==> src/gas_pkg.sv <==
// constants, codes and register map of the serial setpoint command handler
// assumes a byte-wide serial receiver and transmitter outside this block
package gas_pkg;
  localparam logic [7:0] START_CMD = 8'h21;
  localparam logic [7:0] START_RSP = 8'h2A;
  localparam logic [7:0] CMD_SET_ADDR = 8'h38;
  localparam logic [7:0] CMD_SET_OFS = 8'h39;
  localparam int NUM_TRIP = 6;
  // index 0/1: relay 1 high/low, 2/3: relay 2, 4/5: relay 3
  localparam logic [7:0] RD_CODE [NUM_TRIP] = '{8'h26, 8'h27, 8'h28, 8'h29, 8'h2A, 8'h2B};
  localparam logic [7:0] WR_CODE [NUM_TRIP] = '{8'h0F, 8'h10, 8'h11, 8'h12, 8'h13, 8'h14};
  localparam logic [3:0] LEN_SHORT = 4'h5;
  localparam logic [3:0] LEN_LONG = 4'h8;
  localparam logic [3:0] LEN_NONE = 4'h0;
  // register byte offsets
  localparam logic [7:0] REG_CTRL = 8'h00;
  localparam logic [7:0] REG_STATUS = 8'h04;
  localparam logic [7:0] REG_ADDR = 8'h08;
  localparam logic [7:0] REG_OFS = 8'h0C;
  localparam logic [7:0] REG_TRIP0 = 8'h10;
  localparam logic [7:0] REG_TRIP5 = 8'h24;
  localparam logic [7:0] REG_COUNT = 8'h28;
  // reset values
  localparam logic [7:0] ADDR_RST = 8'h01;
  localparam logic [7:0] OFS_RST = 8'h00;
  localparam logic [31:0] TRIP_RST = 32'h00000000;
  localparam logic [1:0] CTRL_RST = 2'h3;
  // longest gap between two bytes of one command
  localparam int CLK_HZ = 25000000;
  localparam int GAP_TIME_US = 10000;
  localparam int GAP_CYC = GAP_TIME_US * (CLK_HZ / 1000000);

  typedef struct packed {
    logic hit;
    logic wr;
    logic [2:0] idx;
  } gas_trip_t;

  // expected message length for a command code, LEN_NONE if unknown
  function automatic logic [3:0] msg_len(input logic [7:0] cmd);
    logic [3:0] len;
    len = LEN_NONE;
    if (cmd == CMD_SET_ADDR || cmd == CMD_SET_OFS) len = LEN_SHORT;
    for (int i = 0; i < NUM_TRIP; i++) begin
      if (cmd == RD_CODE[i] || cmd == WR_CODE[i]) len = LEN_LONG;
    end
    return len;
  endfunction

  function automatic gas_trip_t trip_decode(input logic [7:0] cmd);
    gas_trip_t t;
    t = '0;
    for (int i = 0; i < NUM_TRIP; i++) begin
      if (cmd == RD_CODE[i]) t = '{1'b1, 1'b0, 3'(i)};
      if (cmd == WR_CODE[i]) t = '{1'b1, 1'b1, 3'(i)};
    end
    return t;
  endfunction
endpackage

==> src/gas_rx.sv <==
// command frame collector: finds '!', gathers bytes, checks length and checksum
// assumes rx_valid pulses one cycle per received byte
`timescale 1ns/100ps
module gas_rx
  import gas_pkg::*;
#(
  parameter int GAP_LIMIT = gas_pkg::GAP_CYC
) (
  input wire logic sys_clk, // clock
  input wire logic srst, // sync reset
  input wire logic chk_en, // checksum check on
  input wire logic [7:0] rx_data, // received byte
  input wire logic rx_valid, // byte strobe
  output logic frm_valid, // good frame pulse
  output logic frm_drop, // dropped frame pulse
  output logic [7:0] frm_addr, // leading byte
  output logic [7:0] frm_cmd, // command code
  output logic [31:0] frm_data // payload, first byte highest
);
  typedef enum logic {RX_IDLE, RX_RECV} gas_rx_t;
  gas_rx_t state_ff;
  logic [3:0] cnt_ff;
  logic [3:0] len_ff;
  logic [7:0] sum_ff;
  logic [17:0] gap_ff;

  always_ff @(posedge sys_clk) begin
    frm_valid <= 1'b0;
    frm_drop <= 1'b0;
    if (srst) begin
      state_ff <= RX_IDLE;
      cnt_ff <= 4'h0;
      len_ff <= LEN_NONE;
      sum_ff <= 8'h00;
      gap_ff <= 18'h00000;
      frm_addr <= 8'h00;
      frm_cmd <= 8'h00;
      frm_data <= 32'h00000000;
    end else if (state_ff == RX_IDLE) begin
      if (rx_valid && rx_data == START_CMD) begin
        state_ff <= RX_RECV;
        cnt_ff <= 4'h1;
        sum_ff <= 8'h00;
        gap_ff <= 18'h00000;
        frm_data <= 32'h00000000;
      end
    end else if (!rx_valid) begin
      gap_ff <= gap_ff + 18'h00001;
      if (gap_ff >= 18'(GAP_LIMIT - 1)) begin
        state_ff <= RX_IDLE;
        frm_drop <= 1'b1;
      end
    end else begin
      gap_ff <= 18'h00000;
      cnt_ff <= cnt_ff + 4'h1;
      sum_ff <= sum_ff + rx_data;
      if (cnt_ff == 4'h1) begin
        frm_addr <= rx_data;
      end else if (cnt_ff == 4'h2) begin
        frm_cmd <= rx_data;
        len_ff <= msg_len(rx_data);
        if (msg_len(rx_data) == LEN_NONE) begin
          state_ff <= RX_IDLE;
          frm_drop <= 1'b1;
        end
      end else if (cnt_ff == len_ff - 4'h1) begin
        state_ff <= RX_IDLE;
        if (!chk_en || rx_data == sum_ff) frm_valid <= 1'b1;
        else frm_drop <= 1'b1;
      end else begin
        frm_data <= {frm_data[23:0], rx_data};
      end
    end
  end
endmodule

==> src/gas_tx.sv <==
// reply framer: sends '*', leading byte, code, payload and checksum
// assumes the byte sink holds tx_ready low while it cannot take a byte
`timescale 1ns/100ps
module gas_tx
  import gas_pkg::*;
(
  input wire logic sys_clk, // clock
  input wire logic srst, // sync reset
  input wire logic start, // begin reply, ignored while busy
  input wire logic [3:0] len, // reply length in bytes
  input wire logic [7:0] addr, // leading byte
  input wire logic [7:0] cmd, // command code
  input wire logic [31:0] data, // payload, short reply in low byte
  input wire logic tx_ready, // sink takes byte
  output logic [7:0] tx_data, // byte out
  output logic tx_valid, // byte valid
  output logic busy // reply in progress
);
  logic [3:0] idx_ff;
  logic [3:0] len_ff;
  logic [7:0] sum_ff;
  logic [7:0] addr_ff;
  logic [7:0] cmd_ff;
  logic [31:0] pay_ff;
  logic [7:0] nxt_byte;

  always_comb begin
    nxt_byte = pay_ff[31:24];
    if (idx_ff == 4'h1) nxt_byte = addr_ff;
    else if (idx_ff == 4'h2) nxt_byte = cmd_ff;
    else if (idx_ff == len_ff - 4'h1) nxt_byte = sum_ff;
  end

  always_ff @(posedge sys_clk) begin
    if (srst) begin
      idx_ff <= 4'h0;
      len_ff <= LEN_SHORT;
      sum_ff <= 8'h00;
      addr_ff <= 8'h00;
      cmd_ff <= 8'h00;
      pay_ff <= 32'h00000000;
      tx_data <= 8'h00;
      tx_valid <= 1'b0;
      busy <= 1'b0;
    end else if (!busy) begin
      if (start) begin
        tx_data <= START_RSP;
        tx_valid <= 1'b1;
        busy <= 1'b1;
        idx_ff <= 4'h1;
        len_ff <= len;
        sum_ff <= 8'h00;
        addr_ff <= addr;
        cmd_ff <= cmd;
        pay_ff <= (len == LEN_LONG) ? data : {data[7:0], 24'h000000};
      end
    end else if (tx_ready) begin
      if (idx_ff == len_ff) begin
        tx_valid <= 1'b0;
        busy <= 1'b0;
      end else begin
        tx_data <= nxt_byte;
        idx_ff <= idx_ff + 4'h1;
        if (idx_ff != len_ff - 4'h1) sum_ff <= sum_ff + nxt_byte;
        if (idx_ff > 4'h2) pay_ff <= {pay_ff[23:0], 8'h00};
      end
    end
  end
endmodule

==> src/gas_top.sv <==
// serial setpoint and address command handler with an apb register window
// assumes an external uart delivering and taking whole bytes on sys_clk
//
// Added by the designer: the placing of the registers and register access over APB.
`timescale 1ns/100ps
module gas_top
#(
  parameter int GAP_LIMIT = gas_pkg::GAP_CYC,
  parameter int NUM_TRIP = gas_pkg::NUM_TRIP
) (
  input wire logic sys_clk, // 25 mhz clock
  input wire logic srst, // sync reset, high
  input wire logic [7:0] paddr, // apb byte address
  input wire logic psel, // apb select
  input wire logic penable, // apb access phase
  input wire logic pwrite, // apb write
  input wire logic [31:0] pwdata, // apb write data
  output logic [31:0] prdata, // apb read data
  output logic pready, // apb ready
  output logic pslverr, // apb error on unmapped address
  input wire logic [7:0] rx_data, // received byte
  input wire logic rx_valid, // received byte strobe
  output logic [7:0] tx_data, // reply byte
  output logic tx_valid, // reply byte valid
  input wire logic tx_ready, // reply sink ready
  output logic [7:0] unit_addr, // unit address
  output logic [7:0] addr_offset, // unit address offset
  output logic [32*NUM_TRIP-1:0] trip_value // trip points, index 0 in low word
);
  import gas_pkg::*;

  logic frm_valid;
  logic frm_drop;
  logic [7:0] frm_addr;
  logic [7:0] frm_cmd;
  logic [31:0] frm_data;
  logic tx_busy;
  logic [7:0] tx_byte;
  logic tx_vld;

  logic [1:0] ctrl_ff;
  logic [7:0] addr_ff;
  logic [7:0] ofs_ff;
  logic [31:0] trip_ff [NUM_TRIP];
  logic [15:0] good_cnt_ff;
  logic [15:0] drop_cnt_ff;
  logic [7:0] last_cmd_ff;
  logic over_ff;

  logic rsp_start_ff;
  logic [3:0] rsp_len_ff;
  logic [7:0] rsp_addr_ff;
  logic [7:0] rsp_cmd_ff;
  logic [31:0] rsp_data_ff;

  logic pready_ff;
  logic [31:0] prdata_ff;
  logic pslverr_ff;

  logic cmd_en;
  logic frm_take;
  logic frm_ignored;
  gas_trip_t trip_sel;
  logic apb_access;
  logic apb_wr;
  logic apb_mapped;
  logic [2:0] apb_trip_idx;
  logic apb_trip_hit;
  logic [31:0] nxt_rdata;
  logic cnt_clr;

  // decoded strobes
  logic apb_first_access;
  logic wr_ctrl;
  logic wr_status;
  logic wr_addr;
  logic wr_ofs;
  logic ser_set_addr;
  logic ser_set_ofs;
  logic ser_trip_wr;
  logic rsp_slot_free;
  logic [NUM_TRIP-1:0] trip_wr_ser;
  logic [NUM_TRIP-1:0] trip_wr_apb;

  gas_rx #(
    .GAP_LIMIT(GAP_LIMIT)
  ) u_rx (
    .sys_clk(sys_clk),
    .srst(srst),
    .chk_en(ctrl_ff[1]),
    .rx_data(rx_data),
    .rx_valid(rx_valid),
    .frm_valid(frm_valid),
    .frm_drop(frm_drop),
    .frm_addr(frm_addr),
    .frm_cmd(frm_cmd),
    .frm_data(frm_data)
  );

  gas_tx u_tx (
    .sys_clk(sys_clk),
    .srst(srst),
    .start(rsp_start_ff),
    .len(rsp_len_ff),
    .addr(rsp_addr_ff),
    .cmd(rsp_cmd_ff),
    .data(rsp_data_ff),
    .tx_ready(tx_ready),
    .tx_data(tx_byte),
    .tx_valid(tx_vld),
    .busy(tx_busy)
  );

  // frame acceptance: enabled, addressed to this unit
  always_comb begin
    cmd_en = ctrl_ff[0];
    frm_take = frm_valid && cmd_en && (frm_addr == addr_ff);
    frm_ignored = frm_valid && !frm_take;
    trip_sel = trip_decode(frm_cmd);
  end

  // serial commands that change stored state
  always_comb begin
    ser_set_addr = frm_take && frm_cmd == CMD_SET_ADDR;
    ser_set_ofs = frm_take && frm_cmd == CMD_SET_OFS;
    ser_trip_wr = frm_take && trip_sel.hit && trip_sel.wr;
    rsp_slot_free = !tx_busy && !rsp_start_ff;
  end

  // apb decode
  always_comb begin
    apb_access = psel && penable && pready_ff;
    apb_wr = apb_access && pwrite && !pslverr_ff;
    apb_trip_hit = (paddr >= REG_TRIP0) && (paddr <= REG_TRIP5) && (paddr[1:0] == 2'h0);
    apb_trip_idx = 3'((paddr - REG_TRIP0) >> 2);
    apb_mapped = apb_trip_hit || paddr == REG_CTRL || paddr == REG_STATUS
      || paddr == REG_ADDR || paddr == REG_OFS || paddr == REG_COUNT;
    cnt_clr = apb_wr && paddr == REG_COUNT;
    apb_first_access = psel && penable && !pready_ff;
  end

  // per-register write strobes, live only at the pready edge of a mapped write
  always_comb begin
    wr_ctrl = apb_wr && paddr == REG_CTRL;
    wr_status = apb_wr && paddr == REG_STATUS;
    wr_addr = apb_wr && paddr == REG_ADDR;
    wr_ofs = apb_wr && paddr == REG_OFS;
  end

  always_comb begin
    nxt_rdata = 32'h00000000;
    if (apb_trip_hit) begin
      nxt_rdata = trip_ff[apb_trip_idx];
    end else begin
      unique case (paddr)
        REG_CTRL: nxt_rdata = {30'h00000000, ctrl_ff};
        REG_STATUS: nxt_rdata = {22'h000000, last_cmd_ff, over_ff, tx_busy};
        REG_ADDR: nxt_rdata = {24'h000000, addr_ff};
        REG_OFS: nxt_rdata = {24'h000000, ofs_ff};
        REG_COUNT: nxt_rdata = {drop_cnt_ff, good_cnt_ff};
        default: nxt_rdata = 32'h00000000;
      endcase
    end
  end

  // apb handshake: one wait state after the first access cycle
  always_ff @(posedge sys_clk) begin
    if (srst) begin
      pready_ff <= 1'b0;
    end else begin
      pready_ff <= apb_first_access;
    end
  end

  // error flag stands with pready only, raised for an unmapped address
  always_ff @(posedge sys_clk) begin
    if (srst) begin
      pslverr_ff <= 1'b0;
    end else begin
      pslverr_ff <= apb_first_access && !apb_mapped;
    end
  end

  // read data captured in the wait cycle; writes read back zero
  always_ff @(posedge sys_clk) begin
    if (srst) begin
      prdata_ff <= 32'h00000000;
    end else if (apb_first_access) begin
      prdata_ff <= pwrite ? 32'h00000000 : nxt_rdata;
    end
  end

  always_ff @(posedge sys_clk) begin
    if (srst) begin
      ctrl_ff <= CTRL_RST;
    end else if (wr_ctrl) begin
      ctrl_ff <= pwdata[1:0];
    end
  end

  // unit address; a serial command wins over a bus write in the same cycle
  always_ff @(posedge sys_clk) begin
    if (srst) begin
      addr_ff <= ADDR_RST;
    end else if (ser_set_addr) begin
      addr_ff <= frm_data[7:0];
    end else if (wr_addr) begin
      addr_ff <= pwdata[7:0];
    end
  end

  always_ff @(posedge sys_clk) begin
    if (srst) begin
      ofs_ff <= OFS_RST;
    end else if (ser_set_ofs) begin
      ofs_ff <= frm_data[7:0];
    end else if (wr_ofs) begin
      ofs_ff <= pwdata[7:0];
    end
  end

  // trip point storage, one word per relay edge
  generate
    for (genvar i = 0; i < NUM_TRIP; i++) begin : g_trip
      assign trip_wr_ser[i] = ser_trip_wr && trip_sel.idx == 3'(i);
      assign trip_wr_apb[i] = apb_wr && apb_trip_hit && apb_trip_idx == 3'(i);
      always_ff @(posedge sys_clk) begin
        if (srst) begin
          trip_ff[i] <= TRIP_RST;
        end else if (trip_wr_ser[i]) begin
          trip_ff[i] <= frm_data;
        end else if (trip_wr_apb[i]) begin
          trip_ff[i] <= pwdata;
        end
      end
    end
  endgenerate

  // reply start pulse; while the framer is busy the reply is dropped
  always_ff @(posedge sys_clk) begin
    if (srst) begin
      rsp_start_ff <= 1'b0;
    end else begin
      rsp_start_ff <= frm_take && rsp_slot_free;
    end
  end

  // reply contents, latched with the start pulse
  always_ff @(posedge sys_clk) begin
    if (srst) begin
      rsp_len_ff <= LEN_SHORT;
      rsp_addr_ff <= 8'h00;
      rsp_cmd_ff <= 8'h00;
      rsp_data_ff <= 32'h00000000;
    end else if (frm_take && rsp_slot_free) begin
      rsp_addr_ff <= frm_addr;
      rsp_cmd_ff <= frm_cmd;
      if (trip_sel.hit) begin
        rsp_len_ff <= LEN_LONG;
        if (trip_sel.wr) rsp_data_ff <= frm_data;
        else rsp_data_ff <= trip_ff[trip_sel.idx];
      end else begin
        rsp_len_ff <= LEN_SHORT;
        rsp_data_ff <= {24'h000000, frm_data[7:0]};
      end
    end
  end

  // last accepted command
  always_ff @(posedge sys_clk) begin
    if (srst) begin
      last_cmd_ff <= 8'h00;
    end else if (frm_take) begin
      last_cmd_ff <= frm_cmd;
    end
  end

  // sticky overrun, cleared by writing 1 to status bit 1; a new overrun wins
  always_ff @(posedge sys_clk) begin
    if (srst) begin
      over_ff <= 1'b0;
    end else if (frm_take && !rsp_slot_free) begin
      over_ff <= 1'b1;
    end else if (wr_status && pwdata[1]) begin
      over_ff <= 1'b0;
    end
  end

  // accepted frame counter; an event in the clearing cycle counts as one
  always_ff @(posedge sys_clk) begin
    if (srst) begin
      good_cnt_ff <= 16'h0000;
    end else if (cnt_clr) begin
      good_cnt_ff <= {15'h0000, frm_take};
    end else if (frm_take) begin
      good_cnt_ff <= good_cnt_ff + 16'h0001;
    end
  end

  // dropped frame counter, same clearing rule
  always_ff @(posedge sys_clk) begin
    if (srst) begin
      drop_cnt_ff <= 16'h0000;
    end else if (cnt_clr) begin
      drop_cnt_ff <= {15'h0000, frm_drop};
    end else if (frm_drop) begin
      drop_cnt_ff <= drop_cnt_ff + 16'h0001;
    end
  end

  // port copies of the stored state, one cycle behind
  always_ff @(posedge sys_clk) begin
    if (srst) begin
      unit_addr <= ADDR_RST;
    end else begin
      unit_addr <= addr_ff;
    end
  end

  always_ff @(posedge sys_clk) begin
    if (srst) begin
      addr_offset <= OFS_RST;
    end else begin
      addr_offset <= ofs_ff;
    end
  end

  always_ff @(posedge sys_clk) begin
    if (srst) begin
      trip_value <= '0;
    end else begin
      for (int i = 0; i < NUM_TRIP; i++) begin
        trip_value[32*i +: 32] <= trip_ff[i];
      end
    end
  end

  // flop outputs straight to the ports
  always_comb begin
    prdata = prdata_ff;
    pready = pready_ff;
    pslverr = pslverr_ff;
    tx_data = tx_byte;
    tx_valid = tx_vld;
  end

  logic unused_ignored;
  assign unused_ignored = frm_ignored;
endmodule

==> config.mk <==
export PLATFORM = sky130hd
export DESIGN_NAME = gas_top
export DESIGN_NICKNAME = d
export VERILOG_FILES = /design/src/gas_pkg.sv /design/src/gas_rx.sv /design/src/gas_tx.sv /design/src/gas_top.sv
export SDC_FILE = /design/constraint.sdc
export NUM_CORES = 1
export LEC_CHECK = 0
export BUFFER_PORTS_ARGS = -buffer_cell sky130_fd_sc_hd__buf_2
export CELL_PAD_IN_SITES_DETAIL_PLACEMENT = 1
export CELL_PAD_IN_SITES_GLOBAL_PLACEMENT = 2
export CORE_ASPECT_RATIO = 0.7
export CORE_MARGIN = 2
export CORE_UTILIZATION = 39
export CTS_BUF_LIST = sky130_fd_sc_hd__clkbuf_16
export DETAILED_ROUTE_END_ITERATION = 12
export HOLD_SLACK_MARGIN = 0.15
export PLACE_DENSITY = 0.93
export SLEW_MARGIN = 30
export SYNTH_ARGS = -nofsm -noshare
export SYNTH_HDL_FRONTEND = slang
export SYNTH_HIERARCHICAL = 1
export SYNTH_SLANG_ARGS = --single-unit
==> constraint.sdc <==
create_clock -name sys_clk -period 5.11 [get_ports sys_clk]
set_clock_uncertainty 0.05 [all_clocks]
set_input_delay 0.511 -clock sys_clk [delete_from_list [all_inputs] [get_ports sys_clk]]
set_output_delay 0.511 -clock sys_clk [all_outputs]
set_load 0.05 [all_outputs]
==> flow_summary_export.csv, run 1 <==
group,metric,value,unit
status,status,"complete, no violations",
routing,vias,26003,
setup_path,path_max_fanout,9,
synth,synthSimpleGateAreaFrac,16.5,%
timing,period_minus_slack,3.78,ns
synth,synth-compound-area-share,17.7,%
synth,synth_top_family_by_area,"compound AO/OA/AOI/OAI gates",
synth,synth_edf_count,192,
synth,synth.avg_cell_area,10.4,µm²
synth,synth_area_leaders,"dfxtp_1 33%, edfxtp_1 19%, a22o_1 5.2%",
setup_path,cp_data_arrival_time,4.27,ns
pwr,peakVddDrop,231,µV
clock_network,root_buffer,"clkbuf_16",
global_route,grt_max_degree,165,
setup_path,required,5.60,ns
floorplan,fp.dieW,340,µm
min_path,worstHoldStart,"pwdata[18]",
synth,synth_most_common_cell,"dfxtp_1",
timing,relSlewSlack,32.7,%
floorplan,core-area,78600,µm²
timing,slew_violations,0,
pwr,power_density,339,nW/µm²
floorplan,fp-row-count,86,
floorplan,dieArea,81600,µm²
setup_path,end_kind,"register",
global_route,grt_overflow,0,
final_layout,nets,3256,
pwr,leakage,13.7,nW
global_route,grt_pass1_vias,25732,
clock_network,cts_tree,"yes",
synth,synth_common_cells,"509 x dfxtp_1, 260 x nand2_1, 212 x nor2_1, 211 x nor2b_1, 192 x edfxtp_1",
global_route,grt_pass1_wl,167000,µm
min_path,hp-class,"input port to register",
global_route,track_usage,26.9,%
clock_network,clockBufferDepth,3,
clock_network,ctsResizeCount,0,
synth,synth_cell_type_count,101,
timing,fmax,265,MHz
synth,netlist_instances,2984,
routing,postRouteAntennaNets,0,
synth,synth_fa_ha_area_share,1.10,%
clock_network,cts_buffers,72,
floorplan,io_pins,306,
final_layout,syn2layout_area_growth,15.7,%
clock_network,clock-sinks,701,
routing,dr.pass1.iters,8,
flow_run,cap_violations,0,
setup_path,critPathLaunchType,"register",
routing,drt_iter0_markers,3223,
timing,rsz0062_at_grt,"false",
synth,ys_dominant_reg_cell,"dfxtp_1",
setup_path,r2r_start,"u_tx/idx_ff[1]",
synth,synth_top_area_share,33.0,%
routing,avgViaCountPerCell,6.05,
floorplan,die_h,240,µm
final_layout,finish.utilization,45.5,%
synth,synth_xor_area_share,1.57,%
timing,tightest_slew,1.01,ns
place,io_buffers,305,
place,gp_congestion,0.912,
synth,yosysWarnings,6,
final_layout,fillers,8713,
place,hpwl,77300,µm
routing,drc_errors,0,
global_route,antenna_found_initial,14,
routing,wl_per_cell,26.5,µm
timing,setup_tns,0,ns
synth,synthMuxAreaShare,7.40,%
synth,synth-seq-cells,701,
timing,setup_viol,0,
timing,period_share,73.9,%
setup_path,critical_path_class,"register to register",
clock_network,clk-insertion-delay-late,0.65,ns
floorplan,initial_core_util,39.3,%
final_layout,drive_gt1_share,19.6,%
synth,synth_top_cell_by_area,"dfxtp_1",
synth,yosysSeqAreaShare,51.6,%
timing,hold_viol_final,0,
synth,netlist_area,30900,µm²
clock_network,htreeDepth,3,
routing,routed_wl,114000,µm
clock_network,hold_buffers,0,
clock_network,clkTransAtPathRegs,0.06,ns
clock_network,post_cts.repair.setup_buffers,0,
setup_path,crit_start,"u_tx/idx_ff[1]",
synth,async_flop_share,0,%
## report_power, final
group          internal [W]  total (W)  switching [W]
Clock               0.00310    0.00550        0.00240
Combinational      0.000194   0.000736       0.000542
Sequential          0.00581    0.00590      0.0000876
## layout by cell type (no fill, tap or decap), types with 20 or more instances in the layout
cell	synthesis	layout
nand2_1	260	260
ha_1	24	24
mux2_2	55	55
xnor2_1	23	23
inv_1	29	40
xor2_1	26	26
nor3_1	42	40
nor2_1	212	211
mux4_2	34	34
nand3_1	68	68
buf_4	8	53
nand4_1	23	23
a211oi_1	28	27
a22oi_1	77	77
nor2b_1	211	207
o22ai_1	65	64
a22o_1	184	184
edfxtp_1	192	192
o32a_1	25	25
clkbuf_16	0	80
a21oi_1	186	186
mux2i_1	90	90
dfxtp_1	509	509
nand3b_1	40	40
buf_2	64	302
o21ai_0	74	72
a31oi_1	21	20
## final cells by class
cell class                      instances  area, µm²  area share [%]
Clock buffer                           80       2000            5.60
Multi-Input combinational cell       2007      13800            38.7
Antenna cell                            9       22.5          0.0630
Tap cell                             1056       1320            3.70
Clock inverter                         52        437            1.22
Inverter                               31        116           0.325
Sequential cell                       701      16000            44.6
Timing Repair Buffer                  362       2070            5.78
## routing by layer
metal | share of wire [%] | global-route usage [%] | up-vias
li1 | - | - | 11326
met1 | 43 | 37.7 | 12989
met2 | 43 | 40.1 | 1418
met3 | 11 | 6.74 | 262
met4 | 3.4 | 9.69 | 8
met5 | 0.046 | 0 | -
## cell families (layout without fill, tap and decap cells)
logic type,after synthesis,count (layout)
buffers and inverters,277,525
DFF,701,701
AOI/OAI and AO/OA,766,766
muxes,179,179
and+or+nand+nor,982,982
xor gates and xnor gates,52,52
adders and majority gates,26,26
other,1,11
## registers in the layout, indices dropped and copies added (netlist names), 16 cells and up
signal         flops
prdata            32
rsp_data_ff       32
drop_cnt_ff       16
u_rx/frm_data     32
trip_ff          192
good_cnt_ff       16
u_rx/gap_ff       18
trip_value       192
u_tx/pay_ff       32
## final timing paths
path         slack (ns)        endpoint  cells past startpoint
min reg2reg        0.40  rsp_addr_ff[2]                      2
min                0.21  trip_ff[2][18]                      2
max reg2reg        1.33  u_tx/sum_ff[6]                     14
max                1.33  u_tx/sum_ff[6]                     14
## critical path, cell delays in order (launching register included)
cell and delay (ns):
dfxtp_1 0.48, inv_1 0.12, ha_1 0.29, nor4b_1 0.61
a22oi_1 0.15, o21ai_1 0.19, ha_1 0.22, inv_1 0.06
fa_1 0.44, nor2b_1 0.14, o21ai_0 0.10, a21boi_0 0.26
o21ai_0 0.15, a211o_1 0.31, a31oi_1 0.15
## stage by stage
step,setup WS [ns],area [µm²],total power (W),hold slack (ns),cells
2_1_floorplan,0.653,30900,0.00645,0.381,2985
3_5_place_dp,1.46,33200,0.00673,0.397,4155
5_1_grt,0.987,35700,0.0124,0.200,4296
4_1_cts,1.44,35700,0.0122,0.177,4287
6_report,1.33,35800,0.0121,0.205,4298
3_3_place_gp,1.62,33200,0.00672,0.389,4153
Power figures use the tool's default switching activity.
==> run 2, diff against run 1 <==
--- a/config.mk
+++ b/config.mk
@@ -5,16 +5,17 @@
 export SDC_FILE = /design/constraint.sdc
 export NUM_CORES = 1
 export LEC_CHECK = 0
+export ABC_AREA = 1
 export BUFFER_PORTS_ARGS = -buffer_cell sky130_fd_sc_hd__buf_2
 export CELL_PAD_IN_SITES_DETAIL_PLACEMENT = 1
 export CELL_PAD_IN_SITES_GLOBAL_PLACEMENT = 2
 export CORE_ASPECT_RATIO = 0.7
 export CORE_MARGIN = 2
-export CORE_UTILIZATION = 39
+export CORE_UTILIZATION = 32
 export CTS_BUF_LIST = sky130_fd_sc_hd__clkbuf_16
 export DETAILED_ROUTE_END_ITERATION = 12
 export HOLD_SLACK_MARGIN = 0.15
-export PLACE_DENSITY = 0.93
+export PLACE_DENSITY = 0.89
 export SLEW_MARGIN = 30
 export SYNTH_ARGS = -nofsm -noshare
 export SYNTH_HDL_FRONTEND = slang
==> constraint.sdc (replaced) <==
create_clock -name sys_clk -period 3 [get_ports sys_clk]
set_clock_uncertainty 0.05 [all_clocks]
set_input_delay 0.3 -clock sys_clk [delete_from_list [all_inputs] [get_ports sys_clk]]
set_output_delay 0.3 -clock sys_clk [all_outputs]
set_load 0.05 [all_outputs]
==> run 2 against run 1 <==
- synthesized area rose by 3.6%
- clock power rose by 81%
- first-iteration DRC count increased by 39%
- die area rose by 26%
- cell area up 8.6%
- register-to-register slack got worse by 1.2 ns
- sequential power is 71% higher
- critical path depth increased by 7
- flip-flop and latch count unchanged
- count of clock-buffer cells in the layout rose by 1
- critical path type unchanged
==> flow_summary_export.csv, run 2 <==
group,metric,value,unit
status,status,"complete, no violations",
floorplan,core-area,99600,µm²
synth,netlist_area,32000,µm²
routing,drc_errors,0,
synth,synth.avg_cell_area,7.75,µm²
timing,hold_viol_final,0,
pwr,leakage,16.0,nW
routing,wl_met3,22500,µm
setup_path,r2r_start,"u_tx/len_ff[0]",
global_route,grt_pass1_vias,30776,
min_path,whs_endpoint,"prdata[26]",
floorplan,fp-row-count,97,
flow_run,cap_violations,0,
clock_network,clockBufferDepth,3,
routing,dr.pass1.iters,6,
synth,synth_most_common_cell,"nand2_1",
place,hpwl,112000,µm
routing,vias,32764,
routing,wl_per_cell,25.7,µm
global_route,track_usage,28.3,%
floorplan,die_h,269,µm
synth,async_flop_share,0,%
synth,synth_cell_type_count,57,
final_layout,top_regs,"trip_ff x192, trip_value x192",
place,pre_cts_ws,-0.0765,ns
clock_network,clk-insertion-delay-late,0.69,ns
clock_network,clkTransAtPathRegs,0.07,ns
synth,ys_dominant_reg_cell,"dfxtp_1",
setup_path,required,3.56,ns
clock_network,cts_buffers,76,
floorplan,fp.dieW,382,µm
final_layout,syn2layout_area_growth,21.3,%
timing,slew_violations,0,
floorplan,io_pins,306,
global_route,antenna_found_initial,16,
synth,synth-seq-cells,701,
synth,synth_top_area_share,31.8,%
synth,synth_edf_count,192,
setup_path,critPathLaunchType,"register",
global_route,grt_overflow,0,
pwr,peakVddDrop,434,µV
pwr,power_density,556,nW/µm²
clock_network,htreeDepth,3,
routing,dr.max_layer_used,"met5",
timing,setup_viol,0,
setup_path,r2r_slack,0.11,ns
final_layout,stdcell_area,38800,µm²
routing,postRouteAntennaNets,0,
floorplan,dieArea,103000,µm²
final_layout,mostFrequentLayoutCells,"754 x nand2_1, 536 x nor2_1, 505 x dfxtp_1",
synth,yosysSeqAreaShare,49.8,%
setup_path,cp_data_arrival_time,3.45,ns
global_route,grt_pass1_wl,214000,µm
place,gp_congestion,0.974,
routing,avgViaCountPerCell,5.58,
place,io_buffers,305,
setup_path,rr_worst_depth,21,
final_layout,nets,4545,
global_route,grt_max_degree,133,
floorplan,initial_core_util,32.1,%
clock_network,cts_tree,"yes",
setup_path,end_kind,"register",
routing,drt_iter0_markers,4474,
routing,routed_wl,151000,µm
setup_path,critical_path_class,"register to register",
min_path,hp-class,"input port to register",
min_path,worstHoldStart,"pwrite",
clock_network,root_buffer,"clkbuf_16",
clock_network,clock-sinks,701,
timing,fin_ws,0.112,ns
timing,rsz0062_at_grt,"true",
min_path,worst_hold_path.num_cells,5,
synth,netlist_instances,4133,
synth,yosysWarnings,6,
final_layout,final_common_cell,"nand2_1",
routing,met1Wirelength,68400,µm
setup_path,path_max_fanout,6,
synth,synth_common_cells,"766 x nand2_1, 542 x nor2_1, 509 x dfxtp_1, 400 x inv_1, 305 x nand3_1",
routing,wl_met2,56900,µm
timing,tightest_slew,1.14,ns
timing,relSlewSlack,22.9,%
synth,synth_area_leaders,"dfxtp_1 32%, edfxtp_1 18%, nand2_1 9.0%",
place,dpl-instance-area,35500,µm²
timing,period_minus_slack,2.89,ns
synth,synth_top_cell_by_area,"dfxtp_1",
setup_path,rr_endpoint,"u_tx/sum_ff[5]",
final_layout,drive_gt1_share,16.3,%
final_layout,fillers,12148,
timing,period_share,96.3,%
timing,fmax,346,MHz
[run 2: worst max-delay path, cell delays in order, from the launching register on]
cell,delay (ns)
dfxtp_2,0.33
inv_2,0.05
ha_4,0.26
inv_2,0.03
nand2_2,0.05
nand2_2,0.06
nor2_4,0.14
nand3_4,0.13
nand2_2,0.09
o21ai_2,0.05
nand2_1,0.08
o21ai_2,0.06
a21oi_2,0.17
ha_1,0.28
a21o_1,0.20
a31oi_4,0.20
nor2_1,0.08
o21ai_1,0.12
nand2_1,0.09
a21oi_2,0.11
o21ai_1,0.07
a21oi_1,0.11
[run 2: routing by layer]
metal  GRT usage [%]  vias up
met3            12.5      230
li1                -    14525
met1            42.0    16048
met2            36.7     1949
met4            6.47       12
met5               0        -
[run 2: worst max path at each step]
stage                endpoint  depth (start not counted)            start  slack, ns
6_report       u_tx/sum_ff[5]                         21   u_tx/len_ff[0]       0.11
5_1_grt        u_tx/sum_ff[5]                         21   u_tx/len_ff[1]      -0.11
4_1_cts        u_tx/sum_ff[5]                         21   u_tx/len_ff[1]       0.01
3_5_place_dp   u_tx/sum_ff[5]                         20   u_tx/len_ff[0]      -0.08
3_3_place_gp   u_tx/sum_ff[5]                         21   u_tx/len_ff[0]      -0.06
2_1_floorplan   trip_ff[2][0]                         13  u_rx/frm_cmd[5]       0.02
[run 2: through the flow]
stage          total power, W  TNS [ns]  hold slack, ns  utilization, %  cells
2_1_floorplan          0.0110         0           0.319               -   4134
3_3_place_gp           0.0117   -0.0645           0.398            35.6   5670
3_5_place_dp           0.0117    -0.140           0.404            35.6   5670
4_1_cts                0.0216         0           0.196            38.7   5857
5_1_grt                0.0221    -0.324           0.251            39.0   5868
6_report               0.0216         0           0.232            39.0   5873
[run 2: area by class of cell]
cell class,count,area (µm²),area share (%)
antenna,9,22.5,0.0580
clock inverter,61,554,1.43
sequential,701,16000,41.1
inverter,433,1630,4.21
tap,1336,1670,4.31
timing repair buffer,515,3510,9.05
clock buffer,81,2030,5.22
multi-input combinational,2737,13400,34.6
[run 2: logic make-up (layout without fill, tap and decap cells)]
group | after synthesis | after routing | synth area share [%]
other cells | 1 | 11 | 0.0117
simple gates | 1878 | 1879 | 25.6
xor+xnor | 12 | 12 | 0.328
compound gates | 818 | 818 | 14.2
fa+ha+maj | 26 | 26 | 1.06
flops | 701 | 701 | 49.8
buf+inv | 697 | 1090 | 8.94
[run 2: timing repair]
item	in CTS	in global routing
cloned	0	2
setup buffers	1	6
endpoints found under the hold margin	274	0
gates resized for setup	5	63
pin swaps	3	33
hold buffers	44	0
endpoints found under the setup margin	3	36
[run 2: where the power goes]
group | internal [W] | switching [W]
Sequential | 0.00991 | 0.000186
Clock | 0.00569 | 0.00427
Combinational | 0.000320 | 0.00119
Total | 0.0159 | 0.00565
